$ cat src/hw/qdac_params.svh
// Purpose: constants of the quad dac write command unit
// Assumes: 50 MHz system clock
// Notes: definitions only
`ifndef QDAC_PARAMS_SVH
`define QDAC_PARAMS_SVH
`define QDAC_CLK_MHZ 50
`define QDAC_PU_SHORT_US 5
`define QDAC_PU_LONG5_US 12
`define QDAC_PU_LONG3_US 30
`define QDAC_SENSE_CYC 16
`define QDAC_GLOBAL_ADDR 7'h73
`define QDAC_OFS_CTRL 8'h00
`define QDAC_OFS_STATUS 8'h04
`define QDAC_OFS_WORD 8'h08
`define QDAC_PAGE_DAC 4'h1
`define QDAC_PAGE_INPUT 4'h2
`define QDAC_CTRL_LOW_SUPPLY 0
`define QDAC_CTRL_RST 1'b0
`define QDAC_CODE_ZERO 16'h0000
`define QDAC_CODE_MID 16'h8000
`endif

$ cat src/hw/qdac_pkg.sv
// Purpose: types of the quad dac write command unit
// Assumes: nothing
// Notes: command codes as sent on the wire, bus and sense states
package qdac_pkg;
  typedef logic [15:0] qdac_code_t;
  typedef enum logic [3:0] {
    QDAC_CMD_WRITE = 4'h0,
    QDAC_CMD_UPDATE = 4'h1,
    QDAC_CMD_WRITE_UPD_ALL = 4'h2,
    QDAC_CMD_WRITE_UPD = 4'h3,
    QDAC_CMD_POWER_DOWN = 4'h4,
    QDAC_CMD_NOP = 4'hf
  } qdac_cmd_t;
  typedef enum {QDAC_I2C_IDLE, QDAC_I2C_ADDR, QDAC_I2C_DATA,
                QDAC_I2C_ACK, QDAC_I2C_SKIP} qdac_i2c_st_t;
  typedef enum {QDAC_SENSE_HI, QDAC_SENSE_LO,
                QDAC_SENSE_DONE} qdac_sense_st_t;
endpackage : qdac_pkg

$ cat src/hw/qdac_sync.sv
// Purpose: two flip-flop synchroniser per bit
// Assumes: inputs asynchronous to sys_clk
// Notes: first stage feeds only the second
`timescale 1ns/1ps
module qdac_sync #(
  parameter int WIDTH = 1,
  parameter logic [WIDTH-1:0] RST_VAL = '0
) (
  input wire logic sys_clk,
  input wire logic sys_rst,
  input wire logic [WIDTH-1:0] async_in,
  output logic [WIDTH-1:0] sync_out
);
  logic [WIDTH-1:0] meta_q;
  // one pair of stages per bit
  for (genvar i = 0; i < WIDTH; i++) begin : g_bit
    always_ff @(posedge sys_clk) begin
      if (sys_rst) begin
        meta_q[i] <= RST_VAL[i];
        sync_out[i] <= RST_VAL[i];
      end else begin
        meta_q[i] <= async_in[i];
        sync_out[i] <= meta_q[i];
      end
    end
  end
endmodule : qdac_sync

$ cat src/hw/qdac_addr.sv
// Purpose: three-state address pin sensing and slave address
// Assumes: pins have a weak bench pull only when floating
// Notes: pins are driven high then low; a pin that follows floats
`timescale 1ns/1ps
`include "qdac_params.svh"
module qdac_addr (
  input wire logic sys_clk,
  input wire logic sys_rst,
  input wire logic [2:0] pin_in,
  output logic [2:0] pin_out,
  output logic [2:0] pin_oe_n,
  output logic [6:0] own_addr,
  output logic addr_ready
);
  import qdac_pkg::*;
  qdac_sense_st_t st_q;
  logic [7:0] cnt_q;
  logic [2:0] pin_s;
  logic [2:0] hi_q;
  logic [2:0] lo_q;
  logic [1:0] trit [3];
  logic [4:0] idx;

  qdac_sync #(.WIDTH(3), .RST_VAL(3'h0)) u_pin_sync (
    .sys_clk(sys_clk),
    .sys_rst(sys_rst),
    .async_in(pin_in),
    .sync_out(pin_s)
  );

  // sense after reset release; pins are probed, never trusted at reset
  always_ff @(posedge sys_clk) begin
    if (sys_rst) begin
      st_q <= QDAC_SENSE_HI;
      cnt_q <= 8'h00;
      hi_q <= 3'h0;
      lo_q <= 3'h0;
    end else if (st_q != QDAC_SENSE_DONE) begin
      cnt_q <= cnt_q + 8'h01;
      if (cnt_q == 8'(`QDAC_SENSE_CYC)) begin
        cnt_q <= 8'h00;
        if (st_q == QDAC_SENSE_HI) begin
          hi_q <= pin_s;
          st_q <= QDAC_SENSE_LO;
        end else begin
          lo_q <= pin_s;
          st_q <= QDAC_SENSE_DONE;
        end
      end
    end
  end

  // gnd 0, float 1, vcc 2
  for (genvar i = 0; i < 3; i++) begin : g_trit
    assign trit[i] = (hi_q[i] && lo_q[i]) ? 2'd2 :
                     (!hi_q[i] && !lo_q[i]) ? 2'd0 : 2'd1;
  end

  // 27 addresses run in groups of four per upper nibble
  assign idx = 5'(trit[2] * 9 + trit[1] * 3 + trit[0]);
  assign own_addr = {3'(idx[4:2] + 3'h1), 2'b00, idx[1:0]};
  assign addr_ready = (st_q == QDAC_SENSE_DONE);
  assign pin_out = (st_q == QDAC_SENSE_HI) ? 3'h7 : 3'h0;
  assign pin_oe_n = addr_ready ? 3'h7 : 3'h0;
endmodule : qdac_addr

$ cat src/hw/qdac_top.sv
// Purpose: i2c write-only command unit of a quad dac
// Assumes: scl and sda asynchronous, 2-ff synchronised
// Notes: registers readable over ahb-lite, zero wait states
`timescale 1ns/1ps
`include "qdac_params.svh"
module qdac_top #(
  parameter bit MIDSCALE_RESET = 1'b0
) (
  input wire logic sys_clk,
  input wire logic sys_rst,
  input wire logic hsel,
  input wire logic [31:0] haddr,
  input wire logic [1:0] htrans,
  input wire logic hwrite,
  input wire logic [2:0] hsize,
  input wire logic [31:0] hwdata,
  input wire logic hready,
  output logic hreadyout,
  output logic hresp,
  output logic [31:0] hrdata,
  input wire logic scl_in,
  input wire logic sda_in,
  output logic sda_out,
  output logic sda_oe_n,
  input wire logic addr_select_pin_0_in,
  output logic addr_select_pin_0_out,
  output logic addr_select_pin_0_oe_n,
  input wire logic addr_select_pin_1_in,
  output logic addr_select_pin_1_out,
  output logic addr_select_pin_1_oe_n,
  input wire logic addr_select_pin_2_in,
  output logic addr_select_pin_2_out,
  output logic addr_select_pin_2_oe_n,
  output qdac_pkg::qdac_code_t dac_code [4],
  output logic [3:0] chan_buf_en,
  output logic [3:0] channel_reference_input_en,
  output logic [3:0] chan_out_hiz,
  output logic [3:0] chan_settling,
  output logic bias_en
);
  import qdac_pkg::*;
  localparam logic [10:0] PU_SHORT_CYC =
    11'(`QDAC_PU_SHORT_US * `QDAC_CLK_MHZ);
  localparam logic [10:0] PU_LONG5_CYC =
    11'(`QDAC_PU_LONG5_US * `QDAC_CLK_MHZ);
  localparam logic [10:0] PU_LONG3_CYC =
    11'(`QDAC_PU_LONG3_US * `QDAC_CLK_MHZ);
  localparam qdac_code_t RST_CODE =
    MIDSCALE_RESET ? `QDAC_CODE_MID : `QDAC_CODE_ZERO;

  logic [1:0] bus_s;
  logic scl_s;
  logic sda_s;
  logic scl_p_q;
  logic sda_p_q;
  logic scl_rise;
  logic scl_fall;
  logic start_det;
  logic stop_det;
  logic [6:0] own_addr;
  logic addr_ready;
  logic addr_hit;
  logic byte_done;
  qdac_i2c_st_t st_q;
  logic [3:0] bit_cnt_q;
  logic [1:0] byte_cnt_q;
  logic [7:0] shift_q;
  logic [23:0] word_q;
  logic exec_q;
  logic [3:0] cmd;
  logic [3:0] sel;
  qdac_code_t data;
  logic [3:0] sel_mask;
  logic [3:0] wr_mask;
  logic [3:0] upd_mask;
  logic [3:0] pd_mask;
  logic [10:0] pu_delay;
  qdac_code_t input_q [4];
  qdac_code_t dac_q [4];
  logic [3:0] pd_q;
  logic [10:0] pu_cnt_q [4];
  logic low_supply_q;
  logic ahb_wr_q;
  logic [7:0] ahb_addr_q;
  logic ahb_take;

  qdac_sync #(.WIDTH(2), .RST_VAL(2'h3)) u_bus_sync (
    .sys_clk(sys_clk),
    .sys_rst(sys_rst),
    .async_in({scl_in, sda_in}),
    .sync_out(bus_s)
  );

  qdac_addr u_addr (
    .sys_clk(sys_clk),
    .sys_rst(sys_rst),
    .pin_in({addr_select_pin_2_in, addr_select_pin_1_in,
             addr_select_pin_0_in}),
    .pin_out({addr_select_pin_2_out, addr_select_pin_1_out,
              addr_select_pin_0_out}),
    .pin_oe_n({addr_select_pin_2_oe_n, addr_select_pin_1_oe_n,
               addr_select_pin_0_oe_n}),
    .own_addr(own_addr),
    .addr_ready(addr_ready)
  );

  // edge history of the synchronised bus lines
  assign scl_s = bus_s[1];
  assign sda_s = bus_s[0];
  always_ff @(posedge sys_clk) begin
    if (sys_rst) begin
      scl_p_q <= 1'b1;
      sda_p_q <= 1'b1;
    end else begin
      scl_p_q <= scl_s;
      sda_p_q <= sda_s;
    end
  end

  assign scl_rise = scl_s && !scl_p_q;
  assign scl_fall = !scl_s && scl_p_q;
  assign start_det = scl_s && scl_p_q && !sda_s && sda_p_q;
  assign stop_det = scl_s && scl_p_q && sda_s && !sda_p_q;
  assign byte_done = scl_fall && (bit_cnt_q == 4'd8);
  // write bit must be zero; a read is left unanswered
  assign addr_hit = addr_ready && !shift_q[0] &&
    ((shift_q[7:1] == own_addr) ||
     (shift_q[7:1] == `QDAC_GLOBAL_ADDR));

  // byte receiver and acknowledge driver
  always_ff @(posedge sys_clk) begin
    if (sys_rst) begin
      st_q <= QDAC_I2C_IDLE;
      bit_cnt_q <= 4'h0;
      byte_cnt_q <= 2'h0;
      shift_q <= 8'h00;
      sda_oe_n <= 1'b1;
    end else if (start_det) begin
      // repeated start drops a partial word
      st_q <= QDAC_I2C_ADDR;
      bit_cnt_q <= 4'h0;
      byte_cnt_q <= 2'h0;
      sda_oe_n <= 1'b1;
    end else if (stop_det) begin
      st_q <= QDAC_I2C_IDLE;
      sda_oe_n <= 1'b1;
    end else begin
      case (st_q)
        QDAC_I2C_ADDR, QDAC_I2C_DATA: begin
          if (scl_rise) begin
            shift_q <= {shift_q[6:0], sda_s}; // msb first
            bit_cnt_q <= bit_cnt_q + 4'h1;
          end else if (byte_done) begin
            if (st_q == QDAC_I2C_ADDR) begin
              st_q <= addr_hit ? QDAC_I2C_ACK : QDAC_I2C_SKIP;
              sda_oe_n <= !addr_hit;
            end else if (byte_cnt_q == 2'd3) begin
              st_q <= QDAC_I2C_SKIP; // extra byte left released
            end else begin
              st_q <= QDAC_I2C_ACK;
              sda_oe_n <= 1'b0;
              byte_cnt_q <= byte_cnt_q + 2'h1;
            end
          end
        end
        QDAC_I2C_ACK: begin
          // release at the fall that ends the ninth clock
          if (scl_fall) begin
            sda_oe_n <= 1'b1;
            st_q <= QDAC_I2C_DATA;
            bit_cnt_q <= 4'h0;
          end
        end
        QDAC_I2C_SKIP, QDAC_I2C_IDLE: begin
          sda_oe_n <= 1'b1;
        end
        default: begin
          st_q <= QDAC_I2C_IDLE;
          sda_oe_n <= 1'b1;
        end
      endcase
    end
  end
  assign sda_out = 1'b0;

  // word assembly; execution fires only on the third byte
  always_ff @(posedge sys_clk) begin
    if (sys_rst) begin
      word_q <= 24'h000000;
      exec_q <= 1'b0;
    end else begin
      exec_q <= 1'b0;
      if (st_q == QDAC_I2C_DATA && byte_done && byte_cnt_q != 2'd3 &&
          !start_det && !stop_det) begin
        word_q <= {word_q[15:0], shift_q};
        exec_q <= (byte_cnt_q == 2'd2);
      end
    end
  end

  // field split of the executed word
  assign cmd = word_q[23:20];
  assign sel = word_q[19:16];
  assign data = word_q[15:0];

  // reserved codes select nothing and act as no-ops, except that write-update-all still updates every channel
  always_comb begin
    case (sel)
      4'h0: sel_mask = 4'b0001;
      4'h1: sel_mask = 4'b0010;
      4'h2: sel_mask = 4'b0100;
      4'h3: sel_mask = 4'b1000;
      4'hf: sel_mask = 4'b1111;
      default: sel_mask = 4'b0000;
    endcase
    wr_mask = 4'h0;
    upd_mask = 4'h0;
    pd_mask = 4'h0;
    case (cmd)
      QDAC_CMD_WRITE: wr_mask = sel_mask;
      QDAC_CMD_UPDATE: upd_mask = sel_mask;
      QDAC_CMD_WRITE_UPD_ALL: begin
        wr_mask = sel_mask;
        upd_mask = 4'hf;
      end
      QDAC_CMD_WRITE_UPD: begin
        wr_mask = sel_mask;
        upd_mask = sel_mask;
      end
      QDAC_CMD_POWER_DOWN: pd_mask = sel_mask;
      default: begin
      end
    endcase
    if (!exec_q) begin
      wr_mask = 4'h0;
      upd_mask = 4'h0;
      pd_mask = 4'h0;
    end
  end

  // bias shuts off only when every channel is down
  assign pu_delay = !(&pd_q) ? PU_SHORT_CYC :
                    low_supply_q ? PU_LONG3_CYC : PU_LONG5_CYC;

  // per-channel register pair, power state and wake timer
  for (genvar i = 0; i < 4; i++) begin : g_chan
    always_ff @(posedge sys_clk) begin
      if (sys_rst) begin
        input_q[i] <= RST_CODE;
        dac_q[i] <= RST_CODE;
      end else begin
        if (wr_mask[i]) input_q[i] <= data;
        // same-word write goes straight through on update
        if (upd_mask[i])
          dac_q[i] <= wr_mask[i] ? data : input_q[i];
      end
    end
    // power changes touch no code register
    always_ff @(posedge sys_clk) begin
      if (sys_rst) begin
        pd_q[i] <= 1'b0;
        pu_cnt_q[i] <= 11'h000;
      end else if (upd_mask[i]) begin
        pd_q[i] <= 1'b0;
        if (pd_q[i]) pu_cnt_q[i] <= pu_delay;
      end else begin
        if (pd_mask[i]) pd_q[i] <= 1'b1;
        if (pu_cnt_q[i] != 11'h000)
          pu_cnt_q[i] <= pu_cnt_q[i] - 11'h001;
      end
    end
    assign dac_code[i] = dac_q[i];
    assign chan_settling[i] = (pu_cnt_q[i] != 11'h000);
  end

  // powered-down channel loses buffer and reference
  assign chan_buf_en = ~pd_q;
  assign channel_reference_input_en = ~pd_q;
  assign chan_out_hiz = pd_q;
  assign bias_en = !(&pd_q);

  // ahb-lite slave: zero wait, always okay
  assign hreadyout = 1'b1;
  assign hresp = 1'b0;
  assign ahb_take = hsel && hready && htrans[1];

  // address phase capture; read data fetched at the same edge
  always_ff @(posedge sys_clk) begin
    if (sys_rst) begin
      ahb_wr_q <= 1'b0;
      ahb_addr_q <= 8'h00;
      hrdata <= 32'h00000000;
    end else begin
      ahb_wr_q <= ahb_take && hwrite;
      ahb_addr_q <= haddr[7:0];
      if (ahb_take && !hwrite) begin
        hrdata <= 32'h00000000;
        if (haddr[7:0] == `QDAC_OFS_CTRL)
          hrdata <= {31'h0, low_supply_q};
        else if (haddr[7:0] == `QDAC_OFS_STATUS)
          hrdata <= {9'h0, own_addr, 6'h0, addr_ready, bias_en,
                     chan_settling, pd_q};
        else if (haddr[7:0] == `QDAC_OFS_WORD)
          hrdata <= {8'h0, word_q};
        else if (haddr[7:4] == `QDAC_PAGE_DAC && haddr[3:2] != 2'h0 ||
                 haddr[7:4] == `QDAC_PAGE_DAC)
          hrdata <= {16'h0, dac_q[haddr[3:2]]};
        else if (haddr[7:4] == `QDAC_PAGE_INPUT)
          hrdata <= {16'h0, input_q[haddr[3:2]]};
      end
    end
  end

  // only the supply select is writable; it steers the wake time
  always_ff @(posedge sys_clk) begin
    if (sys_rst) begin
      low_supply_q <= `QDAC_CTRL_RST;
    end else if (ahb_wr_q && ahb_addr_q == `QDAC_OFS_CTRL) begin
      low_supply_q <= hwdata[`QDAC_CTRL_LOW_SUPPLY];
    end
  end
endmodule : qdac_top

$ cat config.mk
export PLATFORM = sky130hd
export DESIGN_NAME = qdac_top
export DESIGN_NICKNAME = d
export VERILOG_FILES = /design/src/hw/qdac_pkg.sv /design/src/hw/qdac_sync.sv /design/src/hw/qdac_addr.sv /design/src/hw/qdac_top.sv
export VERILOG_INCLUDE_DIRS = /design/src /design/src/hw
export SDC_FILE = /design/constraint.sdc
export NUM_CORES = 1
export LEC_CHECK = 0
export BUFFER_PORTS_ARGS = -buffer_cell sky130_fd_sc_hd__buf_2
export CORE_UTILIZATION = 32
export DETAILED_ROUTE_END_ITERATION = 6
export PLACE_DENSITY_LB_ADDON = 0.2
export SKIP_LAST_GASP = 1
export SYNTH_ARGS = -nofsm -noshare
export SYNTH_HDL_FRONTEND = slang
export SYNTH_HIERARCHICAL = 1
export SYNTH_SLANG_ARGS = --single-unit
export TNS_END_PERCENT = 1
$ cat constraint.sdc
create_clock -name sys_clk -period 4 [get_ports sys_clk]
set_clock_uncertainty 0.1 [all_clocks]
set_input_delay 0.4 -clock sys_clk [delete_from_list [all_inputs] [get_ports sys_clk]]
set_output_delay 0.4 -clock sys_clk [all_outputs]
set_load 0.01 [all_outputs]
After elaboration in Yosys (flattened, before gate mapping)
Memory sizes are Yosys's and may differ from the RTL's.
Cells that the tools add are included.
{"block": "totals", "in_bits": 79, "ram_bits": 172, "memories": 3, "rom_bits": 0, "output_inout_bits": 123, "regBits": 176, "latch_bits": 0}
{"block": "classes", "mux": 120, "bitwise": 25, "reduce_logical": 77, "order_cmp": 0, "eq_ne": 36, "shifts": 0, "multipliers": 2, "n_addsub": 10, "div": 0}
{"memory": "dac_q", "depth": 4, "word_bits": 16, "rd": 5, "rd_ports_with_merged_regs": 0, "wr": 4, "line": "qdac_top.sv:79", "source": "qdac_code_t dac_q [4];"}
{"memory": "input_q", "depth": 4, "word_bits": 16, "rd": 5, "rd_ports_with_merged_regs": 0, "wr": 4, "line": "qdac_top.sv:78", "source": "qdac_code_t input_q [4];"}
{"memory": "pu_cnt_q", "depth": 4, "word_bits": 11, "rd": 4, "rd_ports_with_merged_regs": 0, "wr": 4, "line": "qdac_top.sv:81", "source": "logic [10:0] pu_cnt_q [4];"}
{"operator": "2-to-1 mux 16 bit", "count": 14}
{"operator": "2-to-1 mux 11 bit", "count": 10}
{"operator": "== test 32 x 2 -> 1 bit, second input constant", "count": 3}
{"operator": "== test 32 x 3 -> 1 bit, second input constant", "count": 3}
{"operator": "2-to-1 mux 32 bit", "count": 3}
{"operator": "one-hot mux 32 bit (3 select lines)", "count": 1}
{"operator": "2-to-1 mux 24 bit", "count": 3}
{"operator": "2-to-1 mux 1 bit", "count": 68}
{"operator": "logical NOT 32 bit", "count": 2}
{"operator": "nonzero test 11 bit", "count": 4}
{"operator": "subtractor 11 x 1 -> 11 bit, second input constant", "count": 4}
{"operator": "== test 32 x 1 -> 1 bit, second input constant", "count": 1}
{"operator": "!= test 32 x 3 -> 1 bit, second input constant", "count": 1}
{"operator": "2-to-1 mux 4 bit", "count": 7}
{"operator": "logical AND 1 bit", "count": 26}
{"operator": "AND reduction 4 bit", "count": 6}
{"operator": "== test 4 x 2 -> 1 bit, second input constant", "count": 5}
{"operator": "one-hot mux 4 bit (5 select lines)", "count": 1}
{"operator": "OR reduction 2 bit", "count": 9}
{"operator": "logical NOT 1 bit", "count": 16}
{"operator": "logical NOT 8 bit", "count": 2}
{"operator": "OR 1 bit", "count": 16}
{"operator": "one-hot mux 4 bit (2 select lines)", "count": 2}
{"operator": "2-to-1 mux 3 bit", "count": 5}
{"operator": "other kinds (32)", "count": 58}

Logic depth before layout (Yosys ltp)
{"block": "depth", "ltp_word": 18, "mapped_depth": 17}

Cells and area by module
Netlist, hierarchy kept.
{"mod": "qdac_top", "area_each_um2": 12707.2, "n_inst": 1, "cells_per_inst": 1206, "seq_area_each_um2": 6826.5}
{"mod": "qdac_addr", "area_each_um2": 1102.3, "n_inst": 1, "cells_per_inst": 125, "seq_area_each_um2": 320.3}
{"mod": "qdac_sync at u_addr.u_pin_sync", "area_each_um2": 157.7, "n_inst": 1, "cells_per_inst": 12, "seq_area_each_um2": 120.1}
{"mod": "qdac_sync at u_bus_sync", "area_each_um2": 105.1, "n_inst": 1, "cells_per_inst": 8, "seq_area_each_um2": 80.1}

Worst setup path after synthesis
OpenSTA, ideal clock, no wires.
{"block": "synth_path", "path_kind": "flip-flop to flip-flop", "from": "reg u_addr.hi_q[1]", "to": "reg st_q[0]", "stages_incl_launch_ff": 18, "setup_ns": 0.058, "t_arrival_ns": 3.405, "slack_ns": 0.437, "t_required_ns": 3.842, "cell_sequence": "dfxtp_1 > inv_1 > ha_1 > xor2_1 > ha_1 > a21o_1 > ha_1 > a21oi_1 > and2_1 > o22ai_1 > xor2_1 > ha_1 > xnor2_1 > xor2_1 > nor4_1 > a41oi_1 > o41ai_1 > a31o_2"}
{"block": "synth_via", "elab_chain_len": 18, "elab_cells_between_ends": 19, "cone_classes": "3 x add/sub; 1 x mul; 1 x eq/ne; 9 x mux; 5 x reduce/logical"}
{"element": "start: declaration", "line": "qdac_addr.sv:19", "source": "logic [2:0] hi_q;"}
{"element": "start signal: assignment", "line": "qdac_addr.sv:43", "source": "hi_q <= pin_s;"}
{"element": "logical NOT 1 bit", "line": "qdac_addr.sv:56", "source": "(!hi_q[i] && !lo_q[i]) ? 2'd0 : 2'd1;"}
{"element": "logical AND 1 bit", "line": "qdac_addr.sv:56"}
{"element": "2-to-1 mux 1 bit", "line": "qdac_addr.sv:56"}
{"element": "2-to-1 mux 2 bit *", "line": "qdac_addr.sv:55", "source": "assign trit[i] = (hi_q[i] && lo_q[i]) ? 2'd2 :"}
{"element": "multiplier 2 x 2 -> 4 bit *", "line": "qdac_addr.sv:60", "source": "assign idx = 5'(trit[2] * 9 + trit[1] * 3 + trit[0]);"}
{"element": "adder 5 x 4 -> 5 bit *", "line": "qdac_addr.sv:60"}
{"element": "adder 5 x 2 -> 5 bit *", "line": "qdac_addr.sv:60"}
{"element": "adder 3 x 1 -> 3 bit *", "line": "qdac_addr.sv:61", "source": "assign own_addr = {3'(idx[4:2] + 3'h1), 2'b00, idx[1:0]};"}
{"element": "via own_addr[6]", "line": "qdac_top.sv:60", "source": "logic [6:0] own_addr;"}
{"element": "[2 not listed]"}
{"element": "logical AND 1 bit *", "line": "qdac_top.sv:126", "source": "assign addr_hit = addr_ready && !shift_q[0] &&"}
{"element": "2-to-1 mux 3 bit *", "line": "qdac_top.sv:155", "source": "st_q <= addr_hit ? QDAC_I2C_ACK : QDAC_I2C_SKIP;"}
{"element": "2-to-1 mux 3 bit *", "line": "qdac_top.sv:154", "source": "if (st_q == QDAC_I2C_ADDR) begin"}
{"element": "2-to-1 mux 32 bit *", "line": "qdac_top.sv:153", "source": "end else if (byte_done) begin"}
{"element": "2-to-1 mux 32 bit *", "line": "qdac_top.sv:150", "source": "if (scl_rise) begin"}
{"element": "one-hot mux 32 bit (3 select lines) *", "line": "qdac_top.sv:148", "source": "case (st_q)"}
{"element": "2-to-1 mux 1 bit *", "line": "qdac_top.sv:144", "source": "end else if (stop_det) begin"}
{"element": "2-to-1 mux 1 bit *", "line": "qdac_top.sv:138", "source": "end else if (start_det) begin"}
{"element": "end signal: assignment", "line": "qdac_top.sv:155"}
{"element": "end: declaration", "line": "qdac_top.sv:64", "source": "qdac_i2c_st_t st_q;"}
Mark *: on every way through the listed nets, which the timed path passes. The rest lies on a longest branch. The select of a mux whose other input is x is not followed.
A chain may end at the register's enable or synchronous reset.

Worst setup path in the final report
Same ends and word-level chain as after synthesis.

==> run summary <==
run status -> complete, no violations
Leak -> 6.11 nW
largest fanout of any net on the critical path -> 5
Reg-to-Reg End -> st_q[0]
Critical Path AT -> 4.16 ns
post-route antenna net violation count -> 0
maximum clock insertion buffer count -> 3
final-stage net count -> 1552
Routed Wire Length -> 43.5 mm
initial standard-cell utilization of the core -> 0.325
area added between synthesis and finish -> 17.0%
drt wl/cell -> 21.1 um
setup slack on the worst flop-to-flop path -> 0.22 ns
worst r2r path cells -> 17
Critical path destination -> st_q[0]
Achievable Freq -> 0.264 GHz
Setup crit start kind -> register
Buffers & Inverters on Critical Path -> 1
clock tree sinks -> 281
post-route DRC violation count -> 0
number of logic stages on the critical path including buffering -> 17
global-route wire length before repair -> 65.4 mm
clock latency of the later-clocked register in the worst-skew pair -> 0.54 ns
Crit-path slowest cell -> sky130_fd_sc_hd__dfxtp_1
Peak VDD IR -> 0.276 mV
via count of the first global-routing pass -> 10600
number of distinct library cell variants in the gate-level netlist after synthesis -> 81
total gr overflow -> 0
number of buffers inserted during clock tree synthesis -> 34
synthesized cell area -> 14100 sq um
shortest period the worst path allows -> 3.78 ns
count of input and output buffers -> 131
MaxCap Viol Count -> 0
category of cells accounting for the largest share of critical-path delay -> compound AO/OA/AOI/OAI gates
number of DRC markers after the initial detailed-route iteration -> 819
CTS tree -> done
core area -> 43300 sq um
Fin. Hold Viols -> 0
buffer type at the clock tree root -> sky130_fd_sc_hd__clkbuf_16
most frequently used cell type in the post-synthesis netlist -> sky130_fd_sc_hd__edfxtp_1
ranking of synthesized cells by area -> sky130_fd_sc_hd__edfxtp_1, sky130_fd_sc_hd__dfxtp_1, sky130_fd_sc_hd__mux4_2
level count of the clock H-tree -> 2
register area share after synthesis -> 0.522
Avg Cell Area, Syn -> 10.4 sq um
total die area -> 44800 sq um
Avg Vias per Cell -> 5.22
delay of the slowest cell on the worst path -> 0.36 ns
boundary pin count -> 202
first element of the critical path -> u_addr/hi_q[1]
area share of the largest cell type after synthesis -> 0.367
data required time of the critical path -> 4.38 ns
ordered list of cells on the worst path -> inv_1 -> ha_2 -> xor2_1 -> ha_1 -> a21o_1 -> ha_1 -> a21oi_1 -> and2_1 -> o22ai_1 -> xor2_1 -> ha_1 -> xnor2_2 -> xor2_1 -> nor4_2 -> a41oi_2 -> o41ai_2 -> a31o_2
most common flop cell mapped by yosys -> sky130_fd_sc_hd__edfxtp_1
worst hold stages -> 2
EDFF count, synth -> 172
Die X-Extent -> 212 um
antenna violations before repair -> 1
Pins Over Slew Limit -> 0
post-synthesis async set-or-reset flop share -> 0
kind of end point of the critical path -> register
layout cell share with drive strength beyond 1 -> 0.199
routability congestion estimate from global placement -> 0.822
floorplan die height -> 212 um
warning count from the yosys run -> 6
via count -> 10700
worst max-slew margin expressed relative to the limit -> 0.283
setup repair after global routing missed its margin -> no
measured slew at the worst slew-check pin -> 1.08 ns
endpoints failing setup -> 0
post-detail-place hpwl -> 29.3 mm
period utilization -> 0.945
total power consumption of the routed design -> 0.00759 W
ant diodes -> 0
clock slew at the register clock pins of the worst setup and hold paths -> 0.06 ns
worst setup path category -> register to register
largest area contributor in the netlist -> sky130_fd_sc_hd__edfxtp_1
floorplan row count -> 76
largest net degree at the start of global routing -> 52
Util after Layout -> 0.381
layout filler cell count -> 4232
startpoint of the worst register-to-register path -> u_addr/hi_q[1]
Tot GR Track Use -> 0.195
ranking of synthesized cells by instance count -> sky130_fd_sc_hd__edfxtp_1, sky130_fd_sc_hd__nand2_1, sky130_fd_sc_hd__a21oi_1
total power per unit cell area -> 461 nW/um^2
total of flip-flops plus latches after synthesis -> 281
worst hold-check path type -> input port to register
total iterations of the first detailed-routing run -> 5
number of instances in the synthesized netlist -> 1351
==> kinds of logic (layout without fill, tap and decap cells) <==
kind of cell / Yosys count / in the layout / share of synthesized area
buffers and inverters: 152 / 264 / 0.0487
xor gates and xnor gates: 53 / 53 / 0.0330
AOI/OAI and AO/OA: 311 / 311 / 0.131
adders and majority gates: 21 / 21 / 0.0192
muxes: 64 / 64 / 0.0740
other: 3 / 13 / 0.000800
DFF: 281 / 281 / 0.522
and+or+nand+nor: 466 / 466 / 0.172
==> how the worst min path moves through the flow <==
stage / to / from / slack (ns)
floorplan: u_bus_sync/sync_out[1] / u_bus_sync/meta_q[1] / 0.28
global placement: u_bus_sync/sync_out[1] / u_bus_sync/meta_q[1] / 0.29
detailed placement: u_bus_sync/sync_out[1] / u_bus_sync/meta_q[1] / 0.29
CTS: ahb_addr_q[1] / haddr[1] / 0.004
global route: ahb_addr_q[1] / haddr[1] / 0.01
finish: ahb_addr_q[1] / haddr[1] / 0.03
==> final cells by class <==
class	instances	area, sq um	share of cell area
timing repair buffer	174	1020	0.0619
clock buffer	47	972	0.0590
multi-input combinational	928	6140	0.373
tap	585	732	0.0445
sequential	281	7350	0.446
inverter	33	124	0.00752
clock inverter	10	126	0.00768
==> metal layers <==
layer / vias to the layer above / GRT usage / share of wire
met5: - / 0 / 0
met4: 0 / 0.0802 / 0.035
met1: 5302 / 0.248 / 0.42
met3: 73 / 0.0320 / 0.057
met2: 337 / 0.329 / 0.49
li1: 5030 / - / -
==> power breakdown <==
group          internal (W)  switching [W]  total, W
Combinational      0.000441       0.000542  0.000983
Sequential          0.00334       0.000161   0.00350
Clock               0.00189        0.00122   0.00311
==> through the flow <==
step	hold WS, ns	cell area, sq um	TNS [ns]	instances	setup slack (ns)
3_5_place_dp	0.293	15300	-0.0743	1995	-0.0341
4_1_cts	0.00445	16400	-0.134	2058	-0.0532
6_report	0.0320	16500	0	2058	0.219
2_1_floorplan	0.283	14100	0	1361	0.437
5_1_grt	0.0118	16500	0	2058	0.0105
3_3_place_gp	0.292	15300	0	1995	0.145
==> placed cells by master, fill, tap and decap left out, types with 16 or more instances in the layout <==
master,Yosys,layout
sky130_fd_sc_hd__edfxtp_1,172,172
sky130_fd_sc_hd__nand2_1,158,158
sky130_fd_sc_hd__buf_2,17,131
sky130_fd_sc_hd__a21oi_1,110,110
sky130_fd_sc_hd__dfxtp_1,109,109
sky130_fd_sc_hd__o21ai_0,91,89
sky130_fd_sc_hd__nor2_1,86,86
sky130_fd_sc_hd__and2_1,68,68
sky130_fd_sc_hd__clkbuf_16,0,36
sky130_fd_sc_hd__buf_4,23,35
sky130_fd_sc_hd__inv_1,32,32
sky130_fd_sc_hd__mux4_2,32,32
sky130_fd_sc_hd__mux2i_1,32,32
sky130_fd_sc_hd__o22ai_1,30,30
sky130_fd_sc_hd__xnor2_1,30,29
sky130_fd_sc_hd__xor2_1,23,23
sky130_fd_sc_hd__nor2b_1,20,20
sky130_fd_sc_hd__nand3_1,19,19
sky130_fd_sc_hd__ha_1,20,19
sky130_fd_sc_hd__nor3_1,16,16
==> state kept, by name, indices dropped and copies added (netlist names), 2 cells and up <==
signal / cells
u_addr/lo_q: 3
word_q: 24
dac_q: 64
u_addr/u_pin_sync/meta_q: 3
u_bus_sync/sync_out: 2
u_addr/hi_q: 3
bit_cnt_q: 4
u_addr/st_q: 2
ahb_addr_q: 8
u_addr/cnt_q: 8
chan_out_hiz: 4
shift_q: 8
pu_cnt_q: 44
u_bus_sync/meta_q: 2
byte_cnt_q: 2
u_addr/u_pin_sync/sync_out: 3
input_q: 64
st_q: 3
hrdata: 24
==> worst register-to-register path: stages (launching register included) <==
cell and delay, ns:
sky130_fd_sc_hd__dfxtp_1 0.36, sky130_fd_sc_hd__inv_1 0.06, sky130_fd_sc_hd__ha_2 0.32, sky130_fd_sc_hd__xor2_1 0.17, sky130_fd_sc_hd__ha_1 0.18, sky130_fd_sc_hd__a21o_1 0.17, sky130_fd_sc_hd__ha_1 0.29, sky130_fd_sc_hd__a21oi_1 0.17
sky130_fd_sc_hd__and2_1 0.15, sky130_fd_sc_hd__o22ai_1 0.10, sky130_fd_sc_hd__xor2_1 0.15, sky130_fd_sc_hd__ha_1 0.21, sky130_fd_sc_hd__xnor2_2 0.16, sky130_fd_sc_hd__xor2_1 0.16, sky130_fd_sc_hd__nor4_2 0.28, sky130_fd_sc_hd__a41oi_2 0.20
sky130_fd_sc_hd__o41ai_2 0.31, sky130_fd_sc_hd__a31o_2 0.18
==> repair_timing <==
| item | CTS | global route |
|---|---|---|
| setup buffers | 0 | 0 |
| hold buffers | 6 | 0 |
| endpoints found under the setup margin | 3 | 4 |
| pin swaps | 0 | 2 |
| resized for setup | 0 | 7 |
| cloned | 0 | 0 |
| hold endpoints to repair | 6 | 0 |
Power figures use the tool's default switching activity.
